## src/rtl/isab_pkg.sv

```systemverilog
// isab_pkg: register map, field positions, reset values and timing counts
// for the isa bus engine; assumes a 100 MHz pclk and a 32-bit apb master.
package isab_pkg;
	// register byte offsets
	localparam logic [7:0] OFS_CTRL = 8'h00;
	localparam logic [7:0] OFS_CMD = 8'h04;
	localparam logic [7:0] OFS_ADDR = 8'h08;
	localparam logic [7:0] OFS_DATA = 8'h0C;
	localparam logic [7:0] OFS_DMACFG = 8'h10;
	localparam logic [7:0] OFS_DMAADR = 8'h14;
	localparam logic [7:0] OFS_DMACNT = 8'h18;
	localparam logic [7:0] OFS_STAT = 8'h1C;

	// control register fields
	localparam int CTL_RSTDRV = 0;
	localparam int CTL_DIV_LSB = 1;
	localparam int CTL_DIV_MSB = 4;
	localparam int CTL_DREQ_POL = 6;
	localparam int CTL_DACK_POL = 7;
	localparam int CTL_PCIB_LSB = 8;
	localparam int CTL_PCIB_MSB = 14;
	localparam logic [15:0] CTRL_RST = 16'h080D;

	// command register fields
	localparam int CMD_KIND_LSB = 0;
	localparam int CMD_KIND_MSB = 1;
	localparam int CMD_WIDE = 2;
	localparam int CMD_WR = 3;
	localparam logic [1:0] KIND_MEM = 2'h0;
	localparam logic [1:0] KIND_IO = 2'h1;
	localparam logic [1:0] KIND_REF = 2'h2;

	// dma configuration fields
	localparam int DCF_EN_LSB = 0;
	localparam int DCF_EN_MSB = 7;
	localparam int DCF_FAST = 8;
	localparam int DCF_TOMEM = 9;
	localparam int DCF_AUTO = 10;
	localparam int DCF_EOPIN = 11;

	// address limits
	localparam logic [31:0] ADDR_16M = 32'h0100_0000;
	localparam logic [31:0] ADDR_1M = 32'h0010_0000;

	// cycle lengths in sysclk periods, address phase included
	localparam logic [3:0] LEN_MEM16 = 4'h3;
	localparam logic [3:0] LEN_MEM16_ZW = 4'h2;
	localparam logic [3:0] LEN_B8 = 4'h6;
	localparam logic [3:0] LEN_B8_ZW = 4'h3;
	localparam logic [3:0] LEN_IO16 = 4'h3;
	localparam logic [3:0] LEN_FAST = 4'h2;
	localparam logic [3:0] LEN_REF = 4'h4;

	// preemption time of a non-compatible dma channel
	localparam int CLK_MHZ = 100;
	localparam int PREEMPT_US = 4;
	localparam int PREEMPT_CYC_I = PREEMPT_US * CLK_MHZ;
	localparam logic [8:0] PREEMPT_CYC = 9'(PREEMPT_CYC_I);

	// width of the synchronised pin bundle
	localparam int SYN_W = 39;

	typedef enum logic [3:0] {
		ST_IDLE = 4'b0001,
		ST_ADDR = 4'b0010,
		ST_CMD = 4'b0100,
		ST_END = 4'b1000
	} isab_st_type;
endpackage : isab_pkg

```

## src/rtl/isab_sync.sv

```systemverilog
// isab_sync: two-flop synchroniser for a bundle of asynchronous pins.
// assumes each bit is an independent level; no bus coherence is given.
`timescale 1ns/1ns
`default_nettype none
module isab_sync #(
	parameter int W = 1
) (
	input wire logic clk,
	input wire logic rst_n,
	input wire logic [W-1:0] d,
	output logic [W-1:0] q
);
	logic [W-1:0] meta_ff;

	always_ff @(posedge clk or negedge rst_n) begin
		if (!rst_n) begin
			meta_ff <= '0;
			q <= '0;
		end else begin
			meta_ff <= d;
			q <= meta_ff;
		end
	end
endmodule : isab_sync
`default_nettype wire

```

## src/rtl/isab_bridge.sv

```systemverilog
// isab_bridge: isa expansion-bus engine with dma handshake, apb registers.
// assumes isa pins arrive asynchronously; all outputs are registered.
//
// Design decisions made here: the APB slave port and the address map.
`timescale 1ns/1ns
`default_nettype none
module isab_bridge (
	input wire logic pclk,
	input wire logic presetn,
	input wire logic [7:0] paddr,
	input wire logic psel,
	input wire logic penable,
	input wire logic pwrite,
	input wire logic [31:0] pwdata,
	output logic [31:0] prdata,
	output logic pready,
	output logic pslverr,
	output logic sysclk,
	output logic bale,
	output logic aen,
	output logic rstdrv,
	output logic [6:0] la_o,
	output logic [19:0] sa_o,
	output logic addr_oe,
	output logic ior_n_o,
	output logic iow_n_o,
	output logic memr_n_o,
	output logic memw_n_o,
	input wire logic memr_n_i,
	input wire logic memw_n_i,
	output logic cmd_oe,
	output logic sbhe_n_o,
	output logic sbhe_n_oe,
	input wire logic sbhe_n_i,
	output logic smemr_n,
	output logic smemw_n,
	input wire logic [6:0] la_i,
	input wire logic memcs16_n_i,
	output logic memcs16_n_o,
	output logic memcs16_n_oe,
	input wire logic master_n,
	input wire logic zerows_n,
	input wire logic iochrdy,
	input wire logic [15:0] sd_i,
	output logic [15:0] sd_o,
	output logic sd_oe,
	input wire logic [7:0] dreq,
	output logic [7:0] dack,
	input wire logic eop_i,
	output logic eop_o,
	output logic eop_oe,
	input wire logic refresh_n_i,
	output logic refresh_n_o,
	output logic refresh_n_oe
);
	import isab_pkg::*;

	typedef struct packed {
		isab_st_type st;
		logic [3:0] divc;
		logic sysclk;
		logic pready;
		logic pslverr;
		logic [31:0] prdata;
		logic [15:0] ctrl;
		logic [31:0] addr;
		logic [15:0] wdat;
		logic [15:0] rdat;
		logic [3:0] cmd;
		logic go;
		logic [11:0] dcfg;
		logic [31:0] daddr;
		logic [31:0] dbase;
		logic [15:0] dcnt;
		logic [15:0] dcbase;
		logic drun;
		logic granted;
		logic [2:0] chan;
		logic [8:0] ptmr;
		logic cdma;
		logic cref;
		logic cext;
		logic c16;
		logic zws;
		logic swap;
		logic last;
		logic eoph;
		logic tc_seen;
		logic xref;
		logic ref_prev;
		logic [3:0] tcnt;
		logic [31:0] caddr;
		logic [7:0] rfa;
		logic bale;
		logic aen;
		logic ior_n;
		logic iow_n;
		logic memr_n;
		logic memw_n;
		logic sbhe_n;
		logic cmd_oe;
		logic sd_oe;
		logic [15:0] sd_o;
		logic refresh_n;
		logic refresh_oe;
		logic eop_o;
		logic eop_oe;
		logic m16_oe;
		logic smemr_n;
		logic smemw_n;
		logic rstdrv;
		logic [7:0] dack;
	} isab_state_type;

	localparam isab_state_type RST_S = '{
		st: ST_IDLE, ctrl: CTRL_RST, ior_n: 1'b1, iow_n: 1'b1, memr_n: 1'b1,
		memw_n: 1'b1, sbhe_n: 1'b1, cmd_oe: 1'b1, refresh_n: 1'b1, eop_oe: 1'b1,
		smemr_n: 1'b1, smemw_n: 1'b1, rstdrv: 1'b1, dack: 8'hFF,
		default: '0
	};

	isab_state_type s_ff;
	isab_state_type nxt_s;

	logic [SYN_W-1:0] syn;
	logic [7:0] dreq_s;
	logic zws_n_s;
	logic rdy_s;
	logic mst_n_s;
	logic m16_n_s;
	logic eop_s;
	logic ref_n_s;
	logic memr_n_s;
	logic memw_n_s;
	logic [6:0] la_s;
	logic [15:0] sd_s;
	logic [7:0] reqv;
	logic mst;
	logic se;
	logic acc;
	logic wr_en;
	logic pre_exp;
	logic memok;
	logic zw_now;
	logic [7:0] act;

	isab_sync #(.W(SYN_W)) u_sync (
		.clk(pclk),
		.rst_n(presetn),
		.d({dreq, zerows_n, iochrdy, master_n, memcs16_n_i, eop_i, refresh_n_i,
			memr_n_i, memw_n_i, la_i, sd_i}),
		.q(syn)
	);
	assign {dreq_s, zws_n_s, rdy_s, mst_n_s, m16_n_s, eop_s, ref_n_s,
		memr_n_s, memw_n_s, la_s, sd_s} = syn;

	function automatic logic [7:0] onehot(input logic [2:0] ch);
		onehot = 8'h01 << ch;
	endfunction : onehot

	function automatic logic [2:0] pick(input logic [7:0] r);
		pick = 3'h0;
		for (int i = 7; i >= 0; i--) begin
			if (r[i]) begin
				pick = 3'(i);
			end
		end
	endfunction : pick

	// command-phase length in sysclks for the current cycle
	function automatic logic [3:0] cyc_len(input logic io, input logic w16,
		input logic dma, input logic fast, input logic refr, input logic zw);
		logic [3:0] t;
		t = LEN_B8;
		if (refr) begin
			t = LEN_REF;
		end else if (dma) begin
			t = fast ? LEN_FAST : LEN_B8;
		end else if (io && w16) begin
			t = LEN_IO16;
		end else if (w16) begin
			t = zw ? LEN_MEM16_ZW : LEN_MEM16;
		end else if (zw) begin
			t = LEN_B8_ZW;
		end
		cyc_len = t - 4'h1;
	endfunction : cyc_len

	always_comb begin
		nxt_s = s_ff;
		// polarity select, bit set means active low
		reqv = (dreq_s ^ {8{s_ff.ctrl[CTL_DREQ_POL]}}) & s_ff.dcfg[DCF_EN_MSB:DCF_EN_LSB];
		mst = s_ff.granted & ~mst_n_s;
		acc = psel & penable;
		wr_en = acc & s_ff.pready & pwrite & ~s_ff.pslverr;
		pre_exp = s_ff.dcfg[DCF_FAST] & (s_ff.ptmr == PREEMPT_CYC)
			& (|(reqv & ~onehot(s_ff.chan)));
		memok = ~s_ff.dcfg[DCF_FAST] & (s_ff.caddr < ADDR_16M);
		zw_now = ~zws_n_s & ~(s_ff.cmd[CMD_KIND_LSB] & s_ff.c16) & ~s_ff.cdma & ~s_ff.cref;
		se = 1'b0;

		// sysclk divider, steps taken on the falling edge
		if (s_ff.divc >= s_ff.ctrl[CTL_DIV_MSB:CTL_DIV_LSB]) begin
			nxt_s.divc = 4'h0;
			nxt_s.sysclk = ~s_ff.sysclk;
			se = s_ff.sysclk;
		end else begin
			nxt_s.divc = s_ff.divc + 4'h1;
		end

		// apb slave, answer one cycle into the access phase
		nxt_s.pready = acc & ~s_ff.pready;
		if (acc && !s_ff.pready) begin
			nxt_s.pslverr = 1'b0;
			unique case (paddr)
				OFS_CTRL: nxt_s.prdata = {16'h0000, s_ff.ctrl};
				OFS_CMD: nxt_s.prdata = {28'h0000000, s_ff.cmd};
				OFS_ADDR: nxt_s.prdata = s_ff.addr;
				OFS_DATA: nxt_s.prdata = {16'h0000, s_ff.rdat};
				OFS_DMACFG: nxt_s.prdata = {20'h00000, s_ff.dcfg};
				OFS_DMAADR: nxt_s.prdata = s_ff.daddr;
				OFS_DMACNT: nxt_s.prdata = {16'h0000, s_ff.dcnt};
				OFS_STAT: nxt_s.prdata = {23'h000000, s_ff.chan, s_ff.swap, s_ff.tc_seen,
					s_ff.drun, mst, s_ff.granted, (s_ff.st != ST_IDLE) | s_ff.go};
				default: begin
					nxt_s.prdata = 32'h00000000;
					nxt_s.pslverr = 1'b1;
				end
			endcase
		end
		if (wr_en) begin
			unique case (paddr)
				OFS_CTRL: nxt_s.ctrl = pwdata[15:0];
				OFS_CMD: begin
					if (s_ff.st == ST_IDLE && !s_ff.go && !s_ff.granted) begin
						nxt_s.cmd = pwdata[3:0];
						nxt_s.go = 1'b1;
					end
				end
				OFS_ADDR: nxt_s.addr = pwdata;
				OFS_DATA: nxt_s.wdat = pwdata[15:0];
				OFS_DMACFG: nxt_s.dcfg = pwdata[11:0];
				OFS_DMAADR: begin
					nxt_s.daddr = pwdata;
					nxt_s.dbase = pwdata;
				end
				OFS_DMACNT: begin
					nxt_s.dcnt = pwdata[15:0];
					nxt_s.dcbase = pwdata[15:0];
					nxt_s.drun = 1'b1;
					nxt_s.tc_seen = 1'b0;
				end
				default: ;
			endcase
		end

		// refresh requested by an external master, caught on its falling edge
		nxt_s.ref_prev = ref_n_s;
		if (s_ff.granted && s_ff.dcfg[DCF_FAST] && s_ff.ptmr != PREEMPT_CYC) begin
			nxt_s.ptmr = s_ff.ptmr + 9'h001;
		end

		unique case (s_ff.st)
			ST_IDLE: begin
				if (se) begin
					if (s_ff.granted) begin
						if (pre_exp || (mst_n_s && (!s_ff.drun || !reqv[s_ff.chan]))) begin
							nxt_s.granted = 1'b0;
						end else if (s_ff.drun && mst_n_s) begin
							nxt_s.st = ST_ADDR;
							nxt_s.cdma = 1'b1;
							nxt_s.cref = 1'b0;
							nxt_s.cext = 1'b0;
							nxt_s.caddr = s_ff.daddr;
							nxt_s.last = (s_ff.dcnt == 16'h0000);
							nxt_s.aen = 1'b1;
						end
					end else if (s_ff.xref || s_ff.go) begin
						nxt_s.st = ST_ADDR;
						nxt_s.cdma = 1'b0;
						nxt_s.cext = s_ff.xref;
						nxt_s.cref = s_ff.xref | (s_ff.cmd[CMD_KIND_MSB:CMD_KIND_LSB] == KIND_REF);
						nxt_s.xref = 1'b0;
						nxt_s.go = s_ff.xref & nxt_s.go;
						nxt_s.caddr = s_ff.xref || s_ff.cmd[CMD_KIND_MSB:CMD_KIND_LSB] == KIND_REF
							? {24'h000000, s_ff.rfa} : s_ff.addr;
						nxt_s.aen = nxt_s.cref;
					end else if (|reqv) begin
						nxt_s.granted = 1'b1;
						nxt_s.chan = pick(reqv);
						nxt_s.ptmr = 9'h000;
					end
					if (nxt_s.st == ST_ADDR) begin
						nxt_s.bale = 1'b1;
						nxt_s.sbhe_n = nxt_s.cref
							| ~((s_ff.cmd[CMD_WIDE] & ~nxt_s.cdma) | nxt_s.caddr[0]);
						if (nxt_s.cdma && nxt_s.last && !s_ff.dcfg[DCF_EOPIN]) begin
							nxt_s.eop_o = 1'b1;
							nxt_s.tc_seen = 1'b1;
						end
					end
				end
			end
			ST_ADDR: begin
				if (se) begin
					nxt_s.st = ST_CMD;
					nxt_s.tcnt = 4'h1;
					nxt_s.zws = 1'b0;
					if (s_ff.cref) begin
						nxt_s.memr_n = 1'b0;
						nxt_s.refresh_n = s_ff.cext;
						nxt_s.refresh_oe = ~s_ff.cext;
						nxt_s.sd_oe = 1'b0;
					end else if (s_ff.cdma) begin
						nxt_s.swap = ~m16_n_s;
						if (s_ff.dcfg[DCF_TOMEM]) begin
							nxt_s.ior_n = 1'b0;
							nxt_s.memw_n = ~memok;
						end else begin
							nxt_s.memr_n = ~memok;
							nxt_s.iow_n = 1'b0;
						end
					end else begin
						nxt_s.c16 = s_ff.cmd[CMD_WIDE] & (s_ff.cmd[CMD_KIND_LSB] | ~m16_n_s);
						if (s_ff.cmd[CMD_KIND_LSB]) begin
							nxt_s.ior_n = s_ff.cmd[CMD_WR];
							nxt_s.iow_n = ~s_ff.cmd[CMD_WR];
						end else begin
							nxt_s.memr_n = s_ff.cmd[CMD_WR];
							nxt_s.memw_n = ~s_ff.cmd[CMD_WR];
						end
						nxt_s.sd_oe = s_ff.cmd[CMD_WR];
						nxt_s.sd_o = s_ff.wdat;
					end
				end
			end
			ST_CMD: begin
				if (se && rdy_s) begin
					nxt_s.zws = s_ff.zws | zw_now;
					if (s_ff.cdma && s_ff.dcfg[DCF_EOPIN] && eop_s) begin
						nxt_s.eoph = 1'b1;
					end
					if (s_ff.tcnt >= cyc_len(s_ff.cmd[CMD_KIND_LSB], s_ff.c16, s_ff.cdma,
						s_ff.dcfg[DCF_FAST], s_ff.cref, s_ff.zws | zw_now)) begin
						nxt_s.st = ST_END;
						nxt_s.bale = 1'b0;
						nxt_s.ior_n = 1'b1;
						nxt_s.iow_n = 1'b1;
						nxt_s.memr_n = 1'b1;
						nxt_s.memw_n = 1'b1;
						nxt_s.refresh_n = 1'b1;
						if (!s_ff.cdma && !s_ff.cref && !s_ff.cmd[CMD_WR]) begin
							nxt_s.rdat = sd_s;
						end
						if (s_ff.cdma && s_ff.last && s_ff.dcfg[DCF_AUTO]) begin
							nxt_s.eop_o = 1'b0;
						end
					end else begin
						nxt_s.tcnt = s_ff.tcnt + 4'h1;
					end
				end
			end
			ST_END: begin
				if (se) begin
					nxt_s.st = ST_IDLE;
					nxt_s.aen = 1'b0;
					nxt_s.eop_o = 1'b0;
					nxt_s.sd_oe = 1'b0;
					nxt_s.sbhe_n = 1'b1;
					nxt_s.refresh_oe = 1'b0;
					if (s_ff.cref) begin
						nxt_s.rfa = s_ff.rfa + 8'h01;
					end
					if (s_ff.cdma) begin
						nxt_s.daddr = s_ff.daddr + 32'h00000001;
						nxt_s.dcnt = s_ff.dcnt - 16'h0001;
						if (s_ff.last || s_ff.eoph) begin
							nxt_s.eoph = 1'b0;
							if (s_ff.dcfg[DCF_AUTO]) begin
								nxt_s.daddr = s_ff.dbase;
								nxt_s.dcnt = s_ff.dcbase;
							end else begin
								nxt_s.drun = 1'b0;
							end
						end
					end
				end
			end
			default: nxt_s.st = ST_IDLE;
		endcase

		// a new request outranks the clear of one just taken
		if (s_ff.ref_prev && !ref_n_s && !s_ff.refresh_oe) begin
			nxt_s.xref = 1'b1;
		end

		// acknowledge lines, polarity from bit 7
		act = nxt_s.granted ? onehot(nxt_s.chan) : 8'h00;
		nxt_s.dack = act ^ {8{~s_ff.ctrl[CTL_DACK_POL]}};
		nxt_s.eop_oe = ~(s_ff.dcfg[DCF_EOPIN] & nxt_s.granted);
		nxt_s.cmd_oe = ~mst;
		if (mst) begin
			nxt_s.sd_oe = 1'b0;
		end
		nxt_s.m16_oe = mst & (~memr_n_s | ~memw_n_s)
			& (la_s >= s_ff.ctrl[CTL_PCIB_MSB:CTL_PCIB_LSB]);
		nxt_s.smemr_n = (mst ? memr_n_s : s_ff.memr_n)
			| ~(mst ? (la_s[6:3] == 4'h0) : (s_ff.caddr < ADDR_1M));
		nxt_s.smemw_n = (mst ? memw_n_s : s_ff.memw_n)
			| ~(mst ? (la_s[6:3] == 4'h0) : (s_ff.caddr < ADDR_1M));
		nxt_s.rstdrv = s_ff.ctrl[CTL_RSTDRV];
	end

	always_ff @(posedge pclk or negedge presetn) begin
		if (!presetn) begin
			s_ff <= RST_S;
		end else begin
			s_ff <= nxt_s;
		end
	end

	assign prdata = s_ff.prdata;
	assign pready = s_ff.pready;
	assign pslverr = s_ff.pslverr;
	assign sysclk = s_ff.sysclk;
	assign bale = s_ff.bale;
	assign aen = s_ff.aen;
	assign rstdrv = s_ff.rstdrv;
	assign la_o = s_ff.caddr[23:17];
	assign sa_o = s_ff.caddr[19:0];
	assign addr_oe = s_ff.cmd_oe;
	assign ior_n_o = s_ff.ior_n;
	assign iow_n_o = s_ff.iow_n;
	assign memr_n_o = s_ff.memr_n;
	assign memw_n_o = s_ff.memw_n;
	assign cmd_oe = s_ff.cmd_oe;
	assign sbhe_n_o = s_ff.sbhe_n;
	assign sbhe_n_oe = s_ff.cmd_oe;
	assign smemr_n = s_ff.smemr_n;
	assign smemw_n = s_ff.smemw_n;
	assign memcs16_n_o = s_ff.tc_seen & 1'b0;
	assign memcs16_n_oe = s_ff.m16_oe;
	assign sd_o = s_ff.sd_o;
	assign sd_oe = s_ff.sd_oe;
	assign dack = s_ff.dack;
	assign eop_o = s_ff.eop_o;
	assign eop_oe = s_ff.eop_oe;
	assign refresh_n_o = s_ff.refresh_n;
	assign refresh_n_oe = s_ff.refresh_oe;
endmodule : isab_bridge
`default_nettype wire

```

## config.mk

```make
export PLATFORM = sky130hd
export DESIGN_NAME = isab_bridge
export DESIGN_NICKNAME = d
export VERILOG_FILES = /design/src/rtl/isab_pkg.sv /design/src/rtl/isab_sync.sv /design/src/rtl/isab_bridge.sv
export SDC_FILE = /design/constraint.sdc
export NUM_CORES = 1
export LEC_CHECK = 0
export BUFFER_PORTS_ARGS = -buffer_cell sky130_fd_sc_hd__buf_4
export CORE_MARGIN = 3
export CORE_UTILIZATION = 60
export DETAILED_ROUTE_END_ITERATION = 8
export PLACE_DENSITY = 0.85
export SYNTH_ARGS = -nofsm -noshare
export SYNTH_HDL_FRONTEND = slang
export SYNTH_SLANG_ARGS = --single-unit
```

## constraint.sdc

```tcl
create_clock -name pclk -period 5.1 [get_ports pclk]
set_input_delay 0.255 -clock pclk [delete_from_list [all_inputs] [get_ports pclk]]
set_output_delay 0.255 -clock pclk [all_outputs]
set_load 0.01 [all_outputs]
```

Yosys cells after proc, flatten, opt, wreduce, memory -nomap -nowiden
Index checks and enable logic that the tools add are counted.
{ "totals": {"reg_bits": 424, "latch_bits": 0, "ram_bits": 0, "romBits": 0, "inputBits": 85, "out_inout_bits": 106, "elab_cells": 412, "n_memories": 0} }
{ "op_classes": {"n_addsub": 7, "multipliers": 0, "div": 0, "n_lt_le_gt_ge": 6, "eq_ne": 46, "n_shift": 2, "n_mux": 160, "bitwise": 54, "reduce_logical": 80} }
{ "op_table": {"columns": ["operator", "n"], "rows": [
  ["32-bit 2-to-1 mux", 12],
  ["32-bit one-hot mux with 8 select lines", 1],
  ["16-bit 2-to-1 mux", 8],
  ["110-bit 2-to-1 mux", 1],
  ["4-bit 2-to-1 mux", 20],
  ["1-bit 2-to-1 mux", 65],
  ["64-bit 2-to-1 mux", 1],
  ["3-bit 2-to-1 mux", 20],
  ["33-bit 2-to-1 mux", 1],
  ["32-bit by 1-bit adder with 32-bit output, second input constant", 1],
  ["8-bit by 5-bit equality test with 1-bit output, second input constant", 4],
  ["32-bit by 21-bit less-than comparator with 1-bit output, second input constant", 1],
  ["32-bit by 25-bit less-than comparator with 1-bit output, second input constant", 1],
  ["4-bit AND reduction", 8],
  ["13-bit 2-to-1 mux", 2],
  ["12-bit 2-to-1 mux", 2],
  ["2-bit != test, second input constant", 12],
  ["8-bit OR reduction", 3],
  ["3-bit != test, second input constant", 7],
  ["1-bit inverter", 21],
  ["7-bit AND reduction", 3],
  ["2-bit 2-to-1 mux", 10],
  ["5-bit AND reduction", 4],
  ["1-bit AND", 19],
  ["48 further kinds", 128]
]} }

Depth between registers and ports, before layout
{ "depth": {"depth_word": 20, "depth_mapped": 17, "mapped_depth_nobuf": 14} }

Hierarchy
A second synthesis with hierarchy kept.
{ "unflattened": {"cells_unflattened": 1871, "area_unflattened_um2": 19646.3} }
{ "modules_own_cells": {"columns": ["module", "instances", "cells_each", "area_each_um2", "seq_area_each_um2"], "rows": [
  ["isab_bridge", 1, 1793, 17694.5, 8688.3],
  ["isab_sync", 1, 78, 1951.9, 1951.9]
]} }

Least setup slack after synthesis
OpenSTA, ideal clock, no wires.
{ "synth_path": {"kind": "register to register", "start": "register s_ff[95] (netlist name)", "end": "register s_ff[228] (netlist name)", "setup_ns": 0.125, "arrival_ns": 3.648, "t_required_ns": 4.975, "setup_slack_ns": 1.328, "path_stages_with_launch": 18, "n_path_buf": 3, "synth_period_minus_slack_ns": 3.772, "path_cell_list": "dfrtp_1 -> clkbuf_1 -> buf_1 -> nor3_1 -> a21oi_1 -> ha_1 -> a21oi_1 -> or3_1 -> ha_1 -> nand2b_1 -> a21o_1 -> a21o_1 -> a21oi_1 -> nor2_1 -> nand2_1 -> nor4_2 -> buf_2 -> mux2_2"} }
{ "synth_via": {"elab_chain_cells": 14, "elab_cells_between_ends": 18, "classes_between": "add/sub (1); order compare (1); mux (8); bitwise (4); reduce/logical (4)"} }
{ "synth_rtl": {"columns": ["item", "line_no", "rtl"], "rows": [
  ["start: declaration", "isab_bridge.sv:122", "isab_state_type s_ff;"],
  ["start signal: assignment", "isab_bridge.sv:418", "s_ff <= nxt_s;"],
  ["1-bit inverter (no line)", null, null],
  ["1-bit AND (2 in a row)", "isab_bridge.sv:199", "zw_now = ~zws_n_s & ~(s_ff.cmd[CMD_KIND_LSB] & s_ff.c16) & ~s_ff.cdma & ~s_ff.cref;"],
  ["1-bit OR", "isab_bridge.sv:344", "s_ff.dcfg[DCF_FAST], s_ff.cref, s_ff.zws | zw_now)) begin"],
  ["3-bit 2-to-1 mux or 1-bit 2-to-1 mux (tied branches)", "isab_bridge.sv:183, isab_bridge.sv:182", null],
  ["3-bit 2-to-1 mux", "isab_bridge.sv:181", "end else if (w16) begin"],
  ["3-bit 2-to-1 mux", "isab_bridge.sv:179", "end else if (io && w16) begin"],
  ["3-bit 2-to-1 mux", "isab_bridge.sv:177", "end else if (dma) begin"],
  ["3-bit 2-to-1 mux", "isab_bridge.sv:175", "if (refr) begin"],
  ["4-bit 2-to-1 mux", "isab_bridge.sv:338", "if (se && rdy_s) begin"],
  ["4-bit 2-to-1 mux", "isab_bridge.sv:263", "unique case (s_ff.st)"],
  ["4-bit by 1-bit subtractor with 4-bit output", "isab_bridge.sv:186", "cyc_len = t - 4'h1;"],
  ["4-bit greater-or-equal comparator", "isab_bridge.sv:343", "if (s_ff.tcnt >= cyc_len(s_ff.cmd[CMD_KIND_LSB], s_ff.c16, s_ff.cdma,"],
  ["4-bit AND reduction (no line) (*)", null, null]
]} }
Every way passes the cells marked *; elsewhere a longest branch is shown, timed or not. The select of a mux whose other input is x is not followed.
A chain may end at the register's enable or synchronous reset.

Final worst setup path
{ "layout_path": {"start": "register s_ff[95] (netlist name)", "end": "register s_ff, in the netlist ior_n_o"} }
{ "layout_via": {"elab_chain_cells": 15, "elab_cells_between_ends": 22, "classes_between": "add/sub (1); order compare (1); eq/ne (3); mux (12); bitwise (4); reduce/logical (1)"} }
{ "layout_rtl": {"columns": ["item", "line_no"], "rows": [
  ["1-bit inverter (no line)", null],
  ["1-bit AND (2 in a row)", "isab_bridge.sv:199"],
  ["1-bit OR", "isab_bridge.sv:344"],
  ["3-bit 2-to-1 mux or 1-bit 2-to-1 mux (tied branches)", "isab_bridge.sv:183, isab_bridge.sv:182"],
  ["3-bit 2-to-1 mux", "isab_bridge.sv:181"],
  ["3-bit 2-to-1 mux", "isab_bridge.sv:179"],
  ["3-bit 2-to-1 mux", "isab_bridge.sv:177"],
  ["3-bit 2-to-1 mux", "isab_bridge.sv:175"],
  ["4-bit 2-to-1 mux", "isab_bridge.sv:338"],
  ["4-bit 2-to-1 mux", "isab_bridge.sv:263"],
  ["4-bit by 1-bit subtractor with 4-bit output", "isab_bridge.sv:186"],
  ["4-bit greater-or-equal comparator", "isab_bridge.sv:343"],
  ["2-bit != test (no line)", null],
  ["7-bit AND reduction (no line)", null]
]} }
Parallel ways exist; a longest one is shown, timed or not. The select of a mux whose other input is x is not followed.

==> impl_metrics.env <==
export IMPL_rr_startpoint="s_ff[95]"
export IMPL_reg2reg_depth=15
export IMPL_slowest_stage="o31ai_1"
export IMPL_cts_inserted_buffers=44
export IMPL_tns_ns=0
export IMPL_dpl_hpwl_um=35400
export IMPL_routedWlPerCell_um=21.8
export IMPL_die_area_um2=35700
export IMPL_ys_types=77
export IMPL_die_x_um=189
export IMPL_finalCritPeriodShare=0.772
export IMPL_first_pass_iters=6
export IMPL_grt_use_met1=0.412
export IMPL_endpoint_kind="flop"
export IMPL_clock_path_buffers=3
export IMPL_syn_avg_cell_area_um2=10.8
export IMPL_worstPathCellList="buf_4, nor3_1, a21oi_1, ha_1, a21oi_1, or3_1, ha_1, nand2b_1, a21o_1, a21o_1, a21oi_1, o31ai_1, o221ai_1, a21oi_1, mux2_2"
export IMPL_ios=191
export IMPL_overflow=0
export IMPL_synth_edf_count=0
export IMPL_grtUsageMet2=0.473
export IMPL_area_delta_synth_final_pct=15.8
export IMPL_design_core_area_um2=32800
export IMPL_cpLargestDelayFamily="compound AO/OA/AOI/OAI gates"
export IMPL_syn_num_nets=1974
export IMPL_clkSinkCount=424
export IMPL_synthCells=1866
export IMPL_fin_crit_ns=3.94
export IMPL_leakagePower_nw=11.1
export IMPL_ys_ff_latch=424
export IMPL_vias_per_cell=6.26
export IMPL_reg2reg_slack_ns=1.16
export IMPL_cts_tree="built"
export IMPL_arrival_ns=4.40
export IMPL_setup_viol=0
export IMPL_path_max_fanout=22
export IMPL_fmax_ghz=0.254
export IMPL_ir_worst_vdd_v=0.000271
export IMPL_antenna_found_initial=0
export IMPL_io_buffers=188
export IMPL_finalHoldViolCount=0
export IMPL_hold_start="pwdata[14]"
export IMPL_cp_start_kind="flop"
export IMPL_critPathMostFrequentCell="a21oi_1"
export IMPL_grt_pass1_wl_um=84400
export IMPL_cts_setup_buffers=0
export IMPL_slowest_delay_ns=0.63
export IMPL_htree_num_levels=2
export IMPL_vias=15406
export IMPL_rsz0062_at_grt="false"
export IMPL_clock_latency_ns=0.55
export IMPL_reg2reg_to="ior_n_o"
export IMPL_diodes=0
export IMPL_cp_required_ns=5.56
export IMPL_multiInputGateArea_um2=8260
export IMPL_nFillCells=2221
export IMPL_syn_area_um2=20100
export IMPL_holdPathEnd="s_ff[124]"
export IMPL_initial_core_util=0.613
export IMPL_grt_max_degree=127
export IMPL_report_final_slew_viol_count=0
export IMPL_outcome="finished, final reports clean"
export IMPL_clk_pin_slew_worst_paths_ns=0.07
export IMPL_final_nets=2094
export IMPL_std_cell_rows=66
export IMPL_hold_class="input port to flop"
export IMPL_cap_viol_max_count=0
export IMPL_met3_usage=0.0552
export IMPL_cts_root_buf="clkbuf_16"
export IMPL_grt_use_total=0.299
export IMPL_grt_busiest_layer="met2"
export IMPL_grt_pass1_vias=15235
export IMPL_final_util=0.710
export IMPL_ys_seq_area_frac=0.530
export IMPL_path_buf_inv=1
export IMPL_slew_headroom=0.147
export IMPL_path_class="flop to flop"
export IMPL_final_antenna_net_count=0
export IMPL_holdPathStages=3
export IMPL_finalWeightedCongestion=0.954
export IMPL_drc=0
export IMPL_wirelength_um=53600
export IMPL_drive_gt1_frac=0.244
export IMPL_seq_area_um2=10600
export IMPL_first_iter_violations=1990
export IMPL_fin_skew_ns=0.0160
export IMPL_power_density_nw_per_um2=316
export IMPL_ys_async_sr_fraction=1.00
export IMPL_die_y_um=189
export IMPL_worstMarginPinSlew_ns=1.27
export IMPL_ys_flop_type="dfrtp_1"
export IMPL_yosys_warnings=0
-- logic make-up after synthesis --
kind of cell	share of synthesized area
compound gates	0.123
simple gates	0.131
flops	0.530
other cells	0.000374
mux	0.112
buf+inv	0.0602
xor+xnor	0.0292
fa+ha+maj	0.0143
-- tightest hold or removal path, delay by kind of cell --
| family | cells | cell delay [ns] |
|---|---|---|
| buffers and inverters | 1 | 0.13 |
| AND/OR/NAND/NOR | 2 | 0.15 |
-- metal layers --
metal / routed length (µm) / share of wire
met4: 2280 / 0.043
met3: 4940 / 0.092
met2: 25200 / 0.47
met1: 21200 / 0.40
met5: 0 / 0
-- through the flow --
stage                     area [µm²]  setup slack, ns  hold WS [ns]  power (mW)  std cells
after floorplan                20100             1.33       -0.0406        3.82       1866
after global placement         21200             1.31         0.333        4.06       2322
after detailed placement       21200             1.25         0.335        4.08       2322
after CTS                      23300             1.21       0.00286        7.38       2462
after global routing           23300            0.899        0.0113        7.59       2462
final                          23300             1.16        0.0164        7.35       2462
-- timing repair --
| action | in CTS | in global routing |
|---|---|---|
| resized for setup | 0 | 0 |
| hold endpoints to repair | 192 | 0 |
| hold buffers | 60 | 0 |
-- placed cells by master (no fill, tap or decap), drive strengths merged, types with 10 or more instances in the layout --
master       count
dlygate4sd3     60
o21ai           66
a221oi          13
xnor2           25
clkinv          11
nand3           36
a211oi          47
nor4            11
a31oi           52
a22oi           32
dfstp           24
nand2b          13
nor2b           10
inv             32
mux2           160
and2            13
ha              23
xor2            42
mux4            11
a21oi           42
nor2           121
buf            209
and3            21
nand2          295
dfrtp          400
clkbuf          60
nor3            15
nand4           16
a22o            39
mux2i           12
-- final cells by class --
type | count | area share
Sequential cell | 424 | 0.457
Multi-Input combinational cell | 1215 | 0.355
Timing Repair Buffer | 269 | 0.0952
Clock buffer | 60 | 0.0543
Tap cell | 442 | 0.0238
Clock inverter | 20 | 0.00957
Inverter | 32 | 0.00516
-- report_power, final --
group / total [mW] / internal [mW] / switching, mW
sequential: 3.57 / 3.49 / 0.0799
combinational: 0.497 / 0.233 / 0.264
clock: 3.28 / 1.94 / 1.34
total: 7.35 / 5.66 / 1.69
-- flip-flops by register name, indices dropped and copies added, names as in the netlist, 7 cells and up --
name            count
s_ff              245
u_sync.meta_ff     39
u_sync.q           39
prdata             32
sa_o               17
sd_o               16
dack                8
la_o                7
-- synthesized netlist by cell type (24+ instances only) --
cell,n,area share
a22o_1,39,0.017
nand3_1,36,0.0090
xnor2_1,25,0.011
a22oi_1,32,0.012
a31oi_1,52,0.016
inv_1,31,0.0058
dfrtp_1,400,0.50
xor2_1,42,0.018
buf_4,86,0.032
nand2_1,295,0.055
nor2_1,121,0.023
a211oi_1,46,0.017
o21ai_0,65,0.016
clkbuf_1,88,0.016
mux2_2,140,0.078
dfstp_2,24,0.031
a21oi_1,42,0.010
-- worst max-delay path by stage --
stage	end	start	cells after the start	slack (ns)
floorplan	s_ff[228]	s_ff[95]	17	1.33
global placement	ior_n_o	s_ff[95]	15	1.31
detailed placement	ior_n_o	s_ff[95]	15	1.25
CTS	ior_n_o	s_ff[95]	15	1.21
global route	ior_n_o	s_ff[95]	15	0.90
finish	ior_n_o	s_ff[95]	15	1.16
(Power assumes the default switching activity.)
